**src/ram_angle_consts.vh**
```
// Purpose: Constants for the ram angle and reversal logic
// Assumes: Position and pressure samples are unsigned 16-bit counts
// Notes: Counts derive from the 250 MHz system clock
`ifndef RAM_ANGLE_CONSTS_VH
`define RAM_ANGLE_CONSTS_VH
`define POS_W 16
`define ANG_W 9
`define ANG_TOP 9'h000
`define ANG_BOTTOM 9'h0b4
`define ANG_FULL 9'h168
`define LIMIT_RST 16'h0000
`define DWELL_W 24
`define DWELL_TICK_NS 1000
`define CLK_PERIOD_NS 4
`define DWELL_TICK_CYC ((`DWELL_TICK_NS + `CLK_PERIOD_NS - 1) / `CLK_PERIOD_NS)
`define TICK_W 8
`endif

```
**src/ram_angle_reversal.v**
```verilog
// Purpose: Ram stroke angle, incomplete-stroke fault and ram reversal control
// Assumes: Larger position count means ram lower; upper limit below lower limit in count
// Notes: Dwell time is given in microseconds; all pin inputs but clock and reset are synchronised
// Summary of operation
// - Upper limit is 0, lower is 180
// - Span split in 180 steps, upstroke to 360
// - Hold 180 beyond lower limit on downstroke
// - Upstroke angle rises after passing lower limit
// - Hold 0 above upper until next downstroke
// - Fault on uncommanded reversal before opposite limit
// - Fault inhibits stroke until operator reset
// - Distance mode returns ram at lower limit
// - Force mode returns at tonnage or limit
// - Dwell at tonnage before commanding return
// - Reversal on channel 4 in force mode only; dwell on 3
// - Clear limits, or latch position into limit
// - After tool change rise, never descend early
// - Current stroke tonnage offered for display
`timescale 1ns/10ps
`include "ram_angle_consts.vh"
module ram_angle_reversal (
  input wire SYS_CLK_I,
  input wire SYS_RST_I,
  input wire [15:0] POSITION_I,
  input wire [15:0] PRESSURE_I,
  input wire [15:0] MAX_TONNAGE_I,
  input wire [23:0] DWELL_TIME_I,
  input wire REVERSE_ON_FORCE_OR_BOTTOM_MODE_I,
  input wire CLEAR_LIMITS_I,
  input wire SET_UPPER_I,
  input wire SET_LOWER_I,
  input wire OPERATOR_RESET_I,
  input wire TOOL_CHANGE_I,
  output reg [8:0] ANGLE_O,
  output reg [15:0] UPPER_LIMIT_O,
  output reg [15:0] LOWER_LIMIT_O,
  output reg FAULT_O,
  output reg STROKE_INHIBIT_O,
  output reg CHANNEL3_O,
  output reg CHANNEL4_O,
  output reg RETURN_O,
  output reg [15:0] TONNAGE_O
);
  // -----------------------------------------------------------------
  // Input synchronisers
  // -----------------------------------------------------------------
  localparam SW = 16 + 16 + 16 + 24 + 6;
  wire [SW-1:0] raw_w;
  reg [SW-1:0] meta_q;
  reg [SW-1:0] sync_q;
  assign raw_w = {POSITION_I, PRESSURE_I, MAX_TONNAGE_I, DWELL_TIME_I,
    REVERSE_ON_FORCE_OR_BOTTOM_MODE_I, CLEAR_LIMITS_I, SET_UPPER_I, SET_LOWER_I,
    OPERATOR_RESET_I, TOOL_CHANGE_I};
  always @(posedge SYS_CLK_I or posedge SYS_RST_I) begin
    if (SYS_RST_I) begin
      meta_q <= {SW{1'b0}};
      sync_q <= {SW{1'b0}};
    end else begin
      meta_q <= raw_w;
      sync_q <= meta_q;
    end
  end
  wire [15:0] pos_w = sync_q[SW-1 -: 16];
  wire [15:0] press_w = sync_q[SW-17 -: 16];
  wire [15:0] max_ton_w = sync_q[SW-33 -: 16];
  wire [23:0] dwell_w = sync_q[SW-49 -: 24];
  wire force_mode_w = sync_q[5];
  wire clear_w = sync_q[4];
  wire set_up_w = sync_q[3];
  wire set_lo_w = sync_q[2];
  wire op_rst_w = sync_q[1];
  wire tool_chg_w = sync_q[0];

  // -----------------------------------------------------------------
  // Stroke limits and interpolation
  // -----------------------------------------------------------------
  wire [15:0] span_w = LOWER_LIMIT_O - UPPER_LIMIT_O;
  wire [15:0] depth_w = pos_w - UPPER_LIMIT_O;
  wire above_up_w = (pos_w <= UPPER_LIMIT_O);
  wire below_lo_w = (pos_w >= LOWER_LIMIT_O);
  wire limits_ok_w = (LOWER_LIMIT_O > UPPER_LIMIT_O);
  wire [23:0] scaled_w = {8'h00, depth_w} * 24'h0000b4;
  // Divider is combinational; fine for a sample rate far below the clock
  wire [23:0] quot_w = (span_w == 16'h0000) ? 24'h000000 : scaled_w / {8'h00, span_w};
  wire [8:0] frac_w = (quot_w > 24'h0000b4) ? `ANG_BOTTOM : quot_w[8:0];

  always @(posedge SYS_CLK_I or posedge SYS_RST_I) begin
    if (SYS_RST_I) begin
      UPPER_LIMIT_O <= `LIMIT_RST;
      LOWER_LIMIT_O <= `LIMIT_RST;
    end else if (clear_w) begin
      UPPER_LIMIT_O <= `LIMIT_RST;
      LOWER_LIMIT_O <= `LIMIT_RST;
    end else begin
      if (set_up_w)
        UPPER_LIMIT_O <= pos_w;
      if (set_lo_w)
        LOWER_LIMIT_O <= pos_w;
    end
  end

  // -----------------------------------------------------------------
  // Stroke state machine
  // -----------------------------------------------------------------
  localparam ST_TOP = 2'b00;
  localparam ST_DOWN = 2'b01;
  localparam ST_BOTTOM = 2'b10;
  localparam ST_UP = 2'b11;
  reg [1:0] st_q;
  reg [1:0] st_d;
  reg [8:0] ang_d;
  reg fault_set_w;
  reg hold_high_q;
  reg hold_high_d;

  always @* begin
    st_d = st_q;
    ang_d = ANGLE_O;
    fault_set_w = 1'b0;
    hold_high_d = hold_high_q;
    if (!limits_ok_w) begin
      st_d = ST_TOP;
      ang_d = `ANG_TOP;
    end else begin
      case (st_q)
        ST_TOP: begin
          ang_d = `ANG_TOP;
          if (!above_up_w) begin
            st_d = ST_DOWN;
            ang_d = frac_w;
          end
        end
        ST_DOWN: begin
          ang_d = frac_w;
          if (below_lo_w) begin
            st_d = ST_BOTTOM;
            ang_d = `ANG_BOTTOM;
            hold_high_d = 1'b0;
          end else if (RETURN_O) begin
            // Commanded reversal short of the bottom counts as a full stroke
            st_d = ST_UP;
            ang_d = (frac_w == `ANG_TOP) ? `ANG_TOP : `ANG_FULL - frac_w;
          end else if (above_up_w) begin
            st_d = ST_TOP;
            ang_d = `ANG_TOP;
            fault_set_w = 1'b1;
          end
        end
        ST_BOTTOM: begin
          ang_d = `ANG_BOTTOM;
          if (!below_lo_w) begin
            st_d = ST_UP;
            ang_d = `ANG_FULL - frac_w;
          end
        end
        ST_UP: begin
          ang_d = (frac_w == `ANG_TOP) ? `ANG_TOP : `ANG_FULL - frac_w;
          if (above_up_w) begin
            st_d = ST_TOP;
            ang_d = `ANG_TOP;
          end else if (below_lo_w) begin
            st_d = ST_BOTTOM;
            ang_d = `ANG_BOTTOM;
            fault_set_w = 1'b1;
          end
        end
        default: begin
          st_d = ST_TOP;
        end
      endcase
    end
    // Raise after a tool change ends once the ram is at the top
    if (limits_ok_w && above_up_w)
      hold_high_d = 1'b0;
    if (tool_chg_w)
      hold_high_d = 1'b1;
  end

  always @(posedge SYS_CLK_I or posedge SYS_RST_I) begin
    if (SYS_RST_I) begin
      st_q <= ST_TOP;
      ANGLE_O <= `ANG_TOP;
      FAULT_O <= 1'b0;
      STROKE_INHIBIT_O <= 1'b0;
      hold_high_q <= 1'b0;
    end else begin
      st_q <= st_d;
      ANGLE_O <= ang_d;
      hold_high_q <= hold_high_d;
      // New fault wins over a coincident operator reset
      if (fault_set_w) begin
        FAULT_O <= 1'b1;
        STROKE_INHIBIT_O <= 1'b1;
      end else if (op_rst_w) begin
        FAULT_O <= 1'b0;
        STROKE_INHIBIT_O <= 1'b0;
      end
    end
  end

  // -----------------------------------------------------------------
  // Reversal, dwell and tonnage
  // -----------------------------------------------------------------
  reg [7:0] tick_q;
  reg [23:0] dwell_q;
  reg dwell_act_q;
  wire [31:0] tick_last_w = `DWELL_TICK_CYC - 1;
  wire tick_w = (tick_q == tick_last_w[7:0]);
  wire at_force_w = force_mode_w && (press_w >= max_ton_w);
  wire in_stroke_w = (st_q == ST_DOWN);

  always @(posedge SYS_CLK_I or posedge SYS_RST_I) begin
    if (SYS_RST_I) begin
      tick_q <= 8'h00;
      dwell_q <= 24'h000000;
      dwell_act_q <= 1'b0;
      RETURN_O <= 1'b0;
      CHANNEL3_O <= 1'b0;
      CHANNEL4_O <= 1'b0;
      TONNAGE_O <= 16'h0000;
    end else begin
      tick_q <= tick_w ? 8'h00 : tick_q + 8'h01;
      TONNAGE_O <= (st_q == ST_TOP) ? 16'h0000 : (press_w > TONNAGE_O ? press_w : TONNAGE_O);
      if (st_q != ST_DOWN || FAULT_O) begin
        dwell_act_q <= 1'b0;
        CHANNEL3_O <= 1'b0;
      end
      if (FAULT_O || !limits_ok_w) begin
        RETURN_O <= 1'b0;
        CHANNEL4_O <= 1'b0;
      end else if (hold_high_q && above_up_w) begin
        RETURN_O <= 1'b0;
        CHANNEL4_O <= 1'b0;
      end else if (hold_high_q && !above_up_w) begin
        RETURN_O <= 1'b1;
      end else if (in_stroke_w && below_lo_w) begin
        RETURN_O <= 1'b1;
        CHANNEL4_O <= force_mode_w;
      end else if (in_stroke_w && at_force_w && !dwell_act_q) begin
        dwell_act_q <= 1'b1;
        dwell_q <= dwell_w;
        // Restart the microsecond tick so the dwell is never cut short
        tick_q <= 8'h00;
        CHANNEL3_O <= 1'b1;
      end else if (dwell_act_q) begin
        if (dwell_q == 24'h000000) begin
          RETURN_O <= 1'b1;
          CHANNEL4_O <= 1'b1;
        end else if (tick_w) begin
          dwell_q <= dwell_q - 24'h000001;
        end
      end else if (st_q == ST_TOP) begin
        RETURN_O <= 1'b0;
        CHANNEL4_O <= 1'b0;
      end
    end
  end
endmodule // ram_angle_reversal

```
**config.mk**
```make
export PLATFORM = sky130hd
export DESIGN_NAME = ram_angle_reversal
export DESIGN_NICKNAME = d
export VERILOG_FILES = /design/src/ram_angle_reversal.v
export VERILOG_INCLUDE_DIRS = /design/src
export SDC_FILE = /design/constraint.sdc
export NUM_CORES = 1
export LEC_CHECK = 0
export BUFFER_PORTS_ARGS = -buffer_cell sky130_fd_sc_hd__buf_2
export CAP_MARGIN = 15
export CELL_PAD_IN_SITES_DETAIL_PLACEMENT = 1
export CELL_PAD_IN_SITES_GLOBAL_PLACEMENT = 1
export CORE_MARGIN = 5
export CORE_UTILIZATION = 53
export CTS_BUF_LIST = sky130_fd_sc_hd__clkbuf_2 sky130_fd_sc_hd__clkbuf_4 sky130_fd_sc_hd__clkbuf_8
export DETAILED_ROUTE_END_ITERATION = 12
export GPL_TIMING_DRIVEN = 0
export MAX_ROUTING_LAYER = met4
export PLACE_DENSITY_LB_ADDON = 0.08
export SYNTH_ARGS = -nofsm -noshare
export SYNTH_HDL_FRONTEND = slang
export SYNTH_SLANG_ARGS = --single-unit
```
**constraint.sdc**
```tcl
create_clock -name SYS_CLK_I -period 88.2 [get_ports SYS_CLK_I]
set_clock_uncertainty 0.1 [all_clocks]
set_input_delay 8.82 -clock SYS_CLK_I [delete_from_list [all_inputs] [get_ports SYS_CLK_I]]
set_output_delay 8.82 -clock SYS_CLK_I [all_outputs]
set_load 0.005 [all_outputs]
```
======== After elaboration in Yosys (flattened, before gate mapping) ========
Index checks and enable logic that the tools add are counted.
operators by class
  $add $sub $neg .......................... 5
  multiply operators ...................... 1
  divide/modulo/power cells ............... 1
  order comparisons ....................... 6
  equal/unequal tests ..................... 15
  mux-type cells .......................... 74
  bitwise logic cells ..................... 4
  reductions and logical operators ........ 32
operators with widths
  kind                                                                   number
  24-bit two-way mux                                                     5
  16-bit two-way mux                                                     6
  9-bit two-way mux                                                      9
  8-bit two-way mux                                                      6
  1-bit two-way mux                                                      37
  9-bit one-hot mux with 4 select lines                                  1
  16-bit >= comparator                                                   2
  16-bit > comparator                                                    2
  16-bit subtractor                                                      2
  24-bit by 16-bit divider with 24-bit output                            1
  24-bit by 8-bit > comparator with 1-bit output, second input constant  1
  24-bit logical NOT                                                     1
  24-bit by 1-bit subtractor with 24-bit output, second input constant   1
  16-bit by 6-bit multiplier with 22-bit output, second input constant   1
  16-bit less-or-equal comparator                                        1
  16-bit logical NOT                                                     1
  2-bit two-way mux                                                      8
  2-bit nonzero test                                                     6
  5-bit != test, second input constant                                   2
  9-bit logical NOT                                                      1
  3-bit != test, second input constant                                   3
  3-bit nonzero test                                                     3
  9-bit subtractor, first input constant                                 1
  8-bit by 1-bit adder with 8-bit output, second input constant          1
  other kinds (20)                                                       36
storage, ports and cells
  register bits ........................... 253
  input bits .............................. 80
  output and inout bits ................... 62
  logic and storage cells ................. 153

======== Longest topological paths before layout ========
Gate-level depths: netlist of run 1.
  word-level depth ........................ 12
  mapped depth ............................ 323
  depth with buffers taken out ............ 301

======== Worst setup path after synthesis of run 1 ========
No wires, ideal clock.
  path kind ............................... flip-flop to flip-flop
  start ................................... register UPPER_LIMIT_O[1]
  end ..................................... register ANGLE_O[6]
  setup time .............................. 104 ps
  data arrival time ....................... 60093 ps
  data required time ...................... 87996 ps
  slack ................................... 27903 ps
  cell stages (with the launch flop) ...... 302
  path buffers ............................ 27
  period minus slack after synthesis ...... 60297 ps
  cells stage by stage .................... dfrtp_1 > inv_1 > ha_1 > nor2b_1 > o21ai_0 > nand2b_1 > a21o_1 > a21o_1 > a21o_1 > a21o_1 > a21o_1 > a21o_1 > a21oi_1 > o21ai_0 > a21o_1 > a21o_1 > a21o_1 > a21o_1 > [266 not listed] > o21ai_0 > nand2b_1 > a21oi_1 > nor2b_1 > o21ai_0 > nand2_1 > a31oi_1 > o211ai_1 > or3_1 > a32oi_2 > nand2_1 > nand2_1 > ha_1 > a21oi_1 > o21ai_0 > and2_1 > o21bai_1 > a221oi_1
between the ends
  longest elaborated chain between the ends .. 12
  elaborated cells on any way between the ends .. 21
  those cells by class .................... add/sub (3); mul (1); div (1); order compare (3); mux (11); reduce/logical (2)
RTL lines
  item                                                                    RTL line                                            text
  from (decl)                                                             ram_angle_reversal.v:35                             output reg [15:0] UPPER_LIMIT_O,
  from (signal assigned)                                                  ram_angle_reversal.v:89                             UPPER_LIMIT_O <= `LIMIT_RST;
  from (signal assigned)                                                  ram_angle_reversal.v:92                             UPPER_LIMIT_O <= `LIMIT_RST;
  from (signal assigned)                                                  ram_angle_reversal.v:96                             UPPER_LIMIT_O <= pos_w;
  16-bit subtractor                                                       ram_angle_reversal.v:78                             wire [15:0] depth_w = pos_w - UPPER_LIMIT_O;
  16-bit by 6-bit multiplier with 22-bit output                           ram_angle_reversal.v:82                             wire [23:0] scaled_w = {8'h00, depth_w} * 24'h0000b4;
  24-bit by 16-bit divider with 24-bit output                             ram_angle_reversal.v:84                             wire [23:0] quot_w = (span_w == 16'h0000) ? 24'h000000 : scaled_w / {8'h00, span_w};
  24-bit two-way mux                                                      ram_angle_reversal.v:84
  24-bit by 8-bit > comparator with 1-bit output                          ram_angle_reversal.v:85                             wire [8:0] frac_w = (quot_w > 24'h0000b4) ? `ANG_BOTTOM : quot_w[8:0];
  9-bit two-way mux                                                       ram_angle_reversal.v:85
  9-bit subtractor (no source line) or 9-bit logical NOT (tied branches)  n/a
  9-bit two-way mux                                                       ram_angle_reversal.v:142, ram_angle_reversal.v:157
  9-bit two-way mux, on equally long branches                             ram_angle_reversal.v:161, ram_angle_reversal.v:139
  9-bit two-way mux, on equally long branches                             ram_angle_reversal.v:158, ram_angle_reversal.v:135
  9-bit one-hot mux with 4 select lines                                   ram_angle_reversal.v:125                            case (st_q)
  9-bit two-way mux (*)                                                   ram_angle_reversal.v:121                            if (!limits_ok_w) begin
  net ang_d[6]                                                            ram_angle_reversal.v:111                            reg [8:0] ang_d;
  to (signal assigned)                                                    ram_angle_reversal.v:182                            ANGLE_O <= `ANG_TOP;
  to (signal assigned)                                                    ram_angle_reversal.v:188                            ANGLE_O <= ang_d;
  to (decl)                                                               ram_angle_reversal.v:34                             output reg [8:0] ANGLE_O,
The timed path passes the listed nets; every way through them passes the cells marked *.
A chain may end at the register's enable or synchronous reset.

======== Worst setup path after layout of run 1 ========
Ends and elaborated chain as after synthesis.

==> impl_metrics.py, run 1 <==
metrics = {
    "cells_and_area": {
        "multi_input_area_um2": 20500,
        "drive_above_1_share_pct": 10.1,
        "syn2layout_area_growth_pct": 9.29,
        "final_nets": 4064,
        "diodes": 0,
        "num-fill-cells": 6351,
        "register_area_um2": 6330,
        "final_cell_area_um2": 30600,
    },
    "place": {
        "place_area_um2": 29900,
        "io_buffer_count": 141,
        "routabilityCongestion": 0.988,
        "dpl.hpwl_um": 78500,
    },
    "grt": {
        "met1_usage_pct": 42.5,
        "grtUsageMet3_pct": 4.39,
        "grt_max_degree": 138,
        "antenna_found_initial": 0,
        "grt_pass1_vias": 30300,
        "grt_usage_pct": 36.1,
        "grt.overflow.total": 0,
        "grtUsageMet2_pct": 62.4,
        "grt_pass1_wl_um": 164000,
        "busiest_layer": "met2",
    },
    "setup_path": {
        "cp-start-kind": "flip-flop",
        "crit_arrival_ps": 79280,
        "reg2reg_from": "UPPER_LIMIT_O[1]$_DFFE_PP0P_",
        "critPathKind": "reg -> reg",
        "timing.rr.end": "ANGLE_O[6]$_DFF_PP0_",
        "slowest_delay_ps": 810,
        "required_ps": 88550,
        "reg2regPathDepth": 302,
        "critPathMaxFanout": 10,
        "worst_path_max_delay_cell": "a211oi_1",
        "r2r_slack_ps": 9270,
        "crit_start": "UPPER_LIMIT_O[1]$_DFFE_PP0P_",
        "crit_top_cell": "ha_1",
        "end_kind": "flip-flop",
        "crit_end": "ANGLE_O[6]$_DFF_PP0_",
    },
    "sta": {
        "hold_viol_final": 0,
        "finalMaxSlewViolations": 0,
        "slew_headroom_pct": 20.1,
        "fmax_mhz": 12.7,
        "rsz0062_at_grt": "false",
        "final-setup-viol-count": 0,
        "tns_ps": 0,
        "tightest_slew_ps": 1200,
        "fin_crit_sh_pct": 89.5,
        "fin_crit_ps": 78930,
    },
    "clock_network": {
        "clock_sinks": 253,
        "clkTransAtPathRegs_ps": 80,
        "cts_made_buffers": 30,
        "cts_tree": "done",
        "postCtsSetupBuffers": 0,
        "clk_latency_ps": 610,
        "cts-hold-fix-buffers": 0,
        "cts_root_buffer": "clkbuf_8",
        "clk_path_buf_depth": 3,
        "cts-resized-gates": 0,
        "h-tree-depth": 1,
    },
    "synth": {
        "synth_top_cells_by_area": "dfrtp_1, ha_1, a21oi_1",
        "synthesis.nets": 3874,
        "syn_inst": 3378,
        "ys_ff_latch": 253,
        "ys.flop_type": "dfrtp_1",
        "synth_async_sr_flop_share_pct": 100,
        "ys_seq_area_share_pct": 22.6,
        "synthDistinctLibCells": 106,
        "synth_common_cells": "ha_1, nor2_1, dfrtp_1, a21oi_1, nand2_1",
        "synth_area_per_cell_um2": 8.29,
        "synth_area_leader_cell": "dfrtp_1",
        "ys_warn_count": 0,
        "synth_most_common_cell": "ha_1",
        "synth_edf_count": 0,
        "syn_area_um2": 28000,
        "yosysTopAreaCellShare_pct": 22.6,
    },
    "floorplanning": {
        "rows": 84,
        "core_area_um2": 52400,
        "die_w_um": 240,
        "initial_utilization_pct": 53.4,
        "io_pins": 142,
        "die_area_um2": 57500,
        "die_y_um": 240,
    },
    "route": {
        "routed_wl_um": 103000,
        "drcViolationCount": 0,
        "ant_nets": 0,
        "viasPerCell": 6.57,
        "dr_total_vias": 28100,
        "wire_per_inst_um": 24.2,
        "first_pass_iters": 6,
        "drtIter0Drc": 1863,
    },
    "min_path": {
        "min_path_type": "reg -> reg",
    },
    "run": {
        "cap_violations": 0,
    },
    "status": {
        "outcome": "finished, final reports clean",
    },
}
==> routing by layer <==
layer	up-vias	share of wire [%]
li1	12800	-
met1	14000	40
met2	958	49
met3	360	5.4
met4	0	5.2
met5	-	0
==> layout by cell type, fill, tap and decap left out, drive strengths merged, types with 67 or more instances in the layout <==
| cell type | synthesis | routed |
|---|---|---|
| ha | 391 | 391 |
| nor2 | 303 | 303 |
| a21oi | 256 | 256 |
| dfrtp | 253 | 253 |
| nand2 | 244 | 244 |
| o21ai | 217 | 217 |
| inv | 215 | 215 |
| buf | 16 | 170 |
| nor3 | 136 | 136 |
| clkbuf | 73 | 122 |
| a21o | 112 | 112 |
| o21a | 104 | 104 |
| xnor2 | 97 | 97 |
| xor2 | 76 | 76 |
| mux2i | 70 | 70 |
| mux2 | 67 | 67 |
==> critical path: cells and delay by family (launching register included) <==
family / cells / cell delay [ps]
AO/OA/AOI/OAI: 158 / 38380
XOR/XNOR: 1 / 390
adder cells (fa/ha/maj): 30 / 9990
buffers and inverters: 32 / 11530
flip-flops: 1 / 430
multiplexers: 10 / 3460
AND/OR/NAND/NOR: 71 / 14350
==> worst min-delay path by stage <==
stage | startpoint | to | slack, ps | depth (start not counted)
after global placement | meta_q[39]$_DFF_PP0_ | sync_q[39]$_DFF_PP0_ | 230 | 0
after detailed placement | meta_q[52]$_DFF_PP0_ | sync_q[52]$_DFF_PP0_ | 240 | 0
after floorplan | meta_q[0]$_DFF_PP0_ | sync_q[0]$_DFF_PP0_ | 230 | 0
after global routing | meta_q[2]$_DFF_PP0_ | sync_q[2]$_DFF_PP0_ | 240 | 0
final | meta_q[2]$_DFF_PP0_ | sync_q[2]$_DFF_PP0_ | 230 | 0
after CTS | meta_q[2]$_DFF_PP0_ | sync_q[2]$_DFF_PP0_ | 230 | 0
==> layout make-up <==
class | count | area share, %
Buffer | 89 | 1.20
Clock buffer | 45 | 1.92
Clock inverter | 9 | 0.413
Inverter | 217 | 2.69
Multi-Input combinational cell | 2819 | 67.0
Sequential cell | 253 | 20.7
Tap cell | 688 | 2.81
Timing Repair Buffer | 158 | 3.27
==> cells by family (layout without fill, tap and decap cells) <==
logic type               count (synthesis)  after routing  share of synthesized area [%]
adder cells (fa/ha/maj)                417            417                           19.3
AO/OA/AOI/OAI                         1047           1047                           25.1
AND/OR/NAND/NOR                       1045           1045                           18.2
multiplexers                           137            137                           5.24
buffers and inverters                  306            518                           4.22
XOR/XNOR                               173            173                           5.41
flip-flops                             253            253                           22.6
==> per-stage QoR <==
step	setup WS (ps)	utilization (%)	hold WS [ps]	std cells
after floorplan	27900	-	231	3378
final	9270	58.4	230	4278
after global routing	4540	58.4	245	4278
after CTS	10620	58.3	234	4272
after global placement	12690	56.4	232	4207
after detailed placement	11070	56.9	236	4218
==> flip-flops by register name, indices dropped and copies added, names as in the netlist <==
signal,count
ANGLE_O,9
CHANNEL3_O,1
CHANNEL4_O,1
LOWER_LIMIT_O,16
RETURN_O,1
STROKE_INHIBIT_O,1
TONNAGE_O,16
UPPER_LIMIT_O,16
dwell_act_q,1
dwell_q,24
hold_high_q,1
meta_q,78
st_q,2
sync_q,78
tick_q,8
Power of run 1 is not shown: default switching activity piles up to over one toggle a cycle in this logic, so the estimate is an artifact.
==> run 2: changes to the inputs <==
Settings changed: ABC_AREA set to 1, CAP_MARGIN 15 to 20, CORE_ASPECT_RATIO set to 1.1, CORE_UTILIZATION 53 to 51.
==> run 2 against run 1 <==
Flip-flop and latch count unchanged. Worst hold slack gained 13 ps. Non-clock buffer count is 39 lower. Sequential share of layout area is 0.17 points higher. Final cell count up 13%. Area after synthesis decreased by 0.98%. Synthesized cell count increased by 16%.
==> impl_metrics.py, run 2 <==
metrics = {
    "clock_network": {
        "cts_root_buffer": "clkbuf_8",
        "clk_latency_ps": 570,
        "cts_made_buffers": 38,
        "clock_sinks": 253,
        "cts-resized-gates": 0,
        "clk_path_buf_depth": 3,
        "clkTransAtPathRegs_ps": 80,
        "h-tree-depth": 2,
        "cts-hold-fix-buffers": 0,
        "cts_tree": "done",
        "postCtsSetupBuffers": 0,
    },
    "sta": {
        "fin_crit_sh_pct": 88.3,
        "slew_headroom_pct": 29.7,
        "fmax_mhz": 12.8,
        "tns_ps": 0,
        "rsz0062_at_grt": "false",
        "tightest_slew_ps": 1050,
        "fin_crit_ps": 77910,
        "finalMaxSlewViolations": 0,
        "hold_viol_final": 0,
        "final-setup-viol-count": 0,
    },
    "cells_and_area": {
        "final_cell_mix": "nand2_1, inv_1, ha_1, o21ai_0, dfrtp_1",
        "reg.largest.list": "meta_q x78, sync_q x78, dwell_q x24",
        "syn2layout_area_growth_pct": 9.48,
        "final_common_cell": "nand2_1",
        "final_cell_area_um2": 30400,
        "final_nets": 4589,
        "drive_above_1_share_pct": 9.95,
    },
    "synth": {
        "ys_warn_count": 0,
        "synth_edf_count": 0,
        "syn_area_um2": 27700,
        "synth_area_leader_cell": "dfrtp_1",
        "synth_top_cells_by_area": "dfrtp_1, ha_1, nand2_1",
        "synthesis.nets": 4400,
        "ys_ff_latch": 253,
        "syn_inst": 3904,
        "synth_area_per_cell_um2": 7.10,
        "synth_common_cells": "nand2_1, inv_1, ha_1, o21ai_0, dfrtp_1",
        "yosysTopAreaCellShare_pct": 22.8,
        "ys.flop_type": "dfrtp_1",
        "synth_async_sr_flop_share_pct": 100,
        "synthDistinctLibCells": 73,
        "ys_seq_area_share_pct": 22.8,
        "synth_most_common_cell": "nand2_1",
    },
    "setup_path": {
        "required_ps": 88570,
        "slowest_delay_ps": 510,
        "worst_path_max_delay_cell": "a21oi_1",
        "critical-path-top-delay-family": "compound AO/OA/AOI/OAI gates",
        "critPathKind": "reg -> reg",
        "crit_arrival_ps": 78280,
        "crit_top_cell": "nand2_1",
        "r2r_slack_ps": 10290,
        "end_kind": "flip-flop",
        "critPathMaxFanout": 10,
        "cp-start-kind": "flip-flop",
        "critPathBufInv": 100,
    },
    "run": {
        "cap_violations": 0,
    },
    "floorplanning": {
        "core_area_um2": 53800,
        "rows": 89,
        "die_area_um2": 59200,
        "die_y_um": 255,
        "io_pins": 142,
        "initial_utilization_pct": 51.6,
        "die_w_um": 232,
    },
    "place": {
        "place_area_um2": 29500,
        "routabilityCongestion": 0.913,
        "io_buffer_count": 141,
        "dpl.hpwl_um": 71000,
    },
    "route": {
        "first_pass_iters": 6,
        "drtIter0Drc": 1407,
        "drcViolationCount": 0,
        "viasPerCell": 5.69,
        "met1_length_um": 40200,
        "routed_wl_um": 94000,
        "ant_nets": 0,
        "top_layer": "met4",
        "met2_length_um": 46400,
        "route.met3.wl_um": 3840,
        "wire_per_inst_um": 19.4,
        "dr_total_vias": 27600,
    },
    "min_path": {
        "min_path_type": "reg -> reg",
    },
    "grt": {
        "grt_pass1_wl_um": 152000,
        "grt_pass1_vias": 29200,
        "grt_usage_pct": 32.3,
        "antenna_found_initial": 2,
        "grt_max_degree": 129,
        "grt.overflow.total": 0,
    },
    "status": {
        "outcome": "finished, final reports clean",
    },
}
[run 2: changes by cell type in the layout (fill, tap and decap cells not counted), moves of 58 or more]
cell     before  now
inv_1       214  561
o21a_1      104   13
xor2_1       76  136
a21o_1      112   41
o21ai_0     203  281
nor2_1      300  242
nand2_1     242  909
nor3_1      132   55
nand3_1      64  210
[run 2: layer usage]
metal	global-route usage, %	vias to the layer above
met5	-	-
met2	56.8	673
met4	11.1	0
met3	3.10	237
met1	39.0	13500
li1	-	13200
[run 2: cell type report]
cell class / instances / area [um2]
plain buffers: 59 / 251
multi-input cells: 2988 / 18900
clock inverters: 11 / 97.6
diodes: 2 / 5.00
repair buffers: 149 / 878
fillers: 7101 / 23400
well taps: 728 / 911
flip-flops and latches: 253 / 6330
inverters: 604 / 2280
clock buffers: 56 / 721
[run 2: final timing paths]
kind / start / depth (start not counted) / endpoint
min in group asynchronous: SYS_RST_I / 2 / LOWER_LIMIT_O[3]$_DFFE_PP0P_
worst max register to register: UPPER_LIMIT_O[1]$_DFFE_PP0P_ / 478 / ANGLE_O[1]$_DFF_PP0_
worst min-delay path: meta_q[45]$_DFF_PP0_ / 0 / sync_q[45]$_DFF_PP0_
max in group asynchronous: SYS_RST_I / 3 / dwell_q[0]$_DFFE_PP0P_
worst min register to register: meta_q[45]$_DFF_PP0_ / 0 / sync_q[45]$_DFF_PP0_
worst max-delay path: UPPER_LIMIT_O[1]$_DFFE_PP0P_ / 478 / ANGLE_O[1]$_DFF_PP0_
[run 2: cell families (layout without fill, tap and decap cells)]
| group | Yosys count | count (layout) | synth area share, % |
|---|---|---|---|
| AND/OR/NAND/NOR | 1604 | 1604 | 25.5 |
| AO/OA/AOI/OAI | 717 | 717 | 15.0 |
| buffers and inverters | 663 | 879 | 9.09 |
| adder cells (fa/ha/maj) | 416 | 416 | 19.4 |
| flip-flops | 253 | 253 | 22.8 |
| XOR/XNOR | 224 | 224 | 7.07 |
| multiplexers | 27 | 27 | 1.04 |
| other | 0 | 2 | 0 |
[run 2: through the flow]
| stage | hold slack (ps) | worst slack [ps] | std cells | utilization (%) |
|---|---|---|---|---|
| floorplan | 231 | 26250 | 3904 | - |
| global placement | 231 | 13190 | 4773 | 54.6 |
| detailed placement | 236 | 11280 | 4781 | 54.9 |
| CTS | 245 | 10730 | 4848 | 56.4 |
| global route | 257 | 2470 | 4850 | 56.5 |
| finish | 243 | 10290 | 4850 | 56.5 |
Power of run 2 is left out for the same reason.
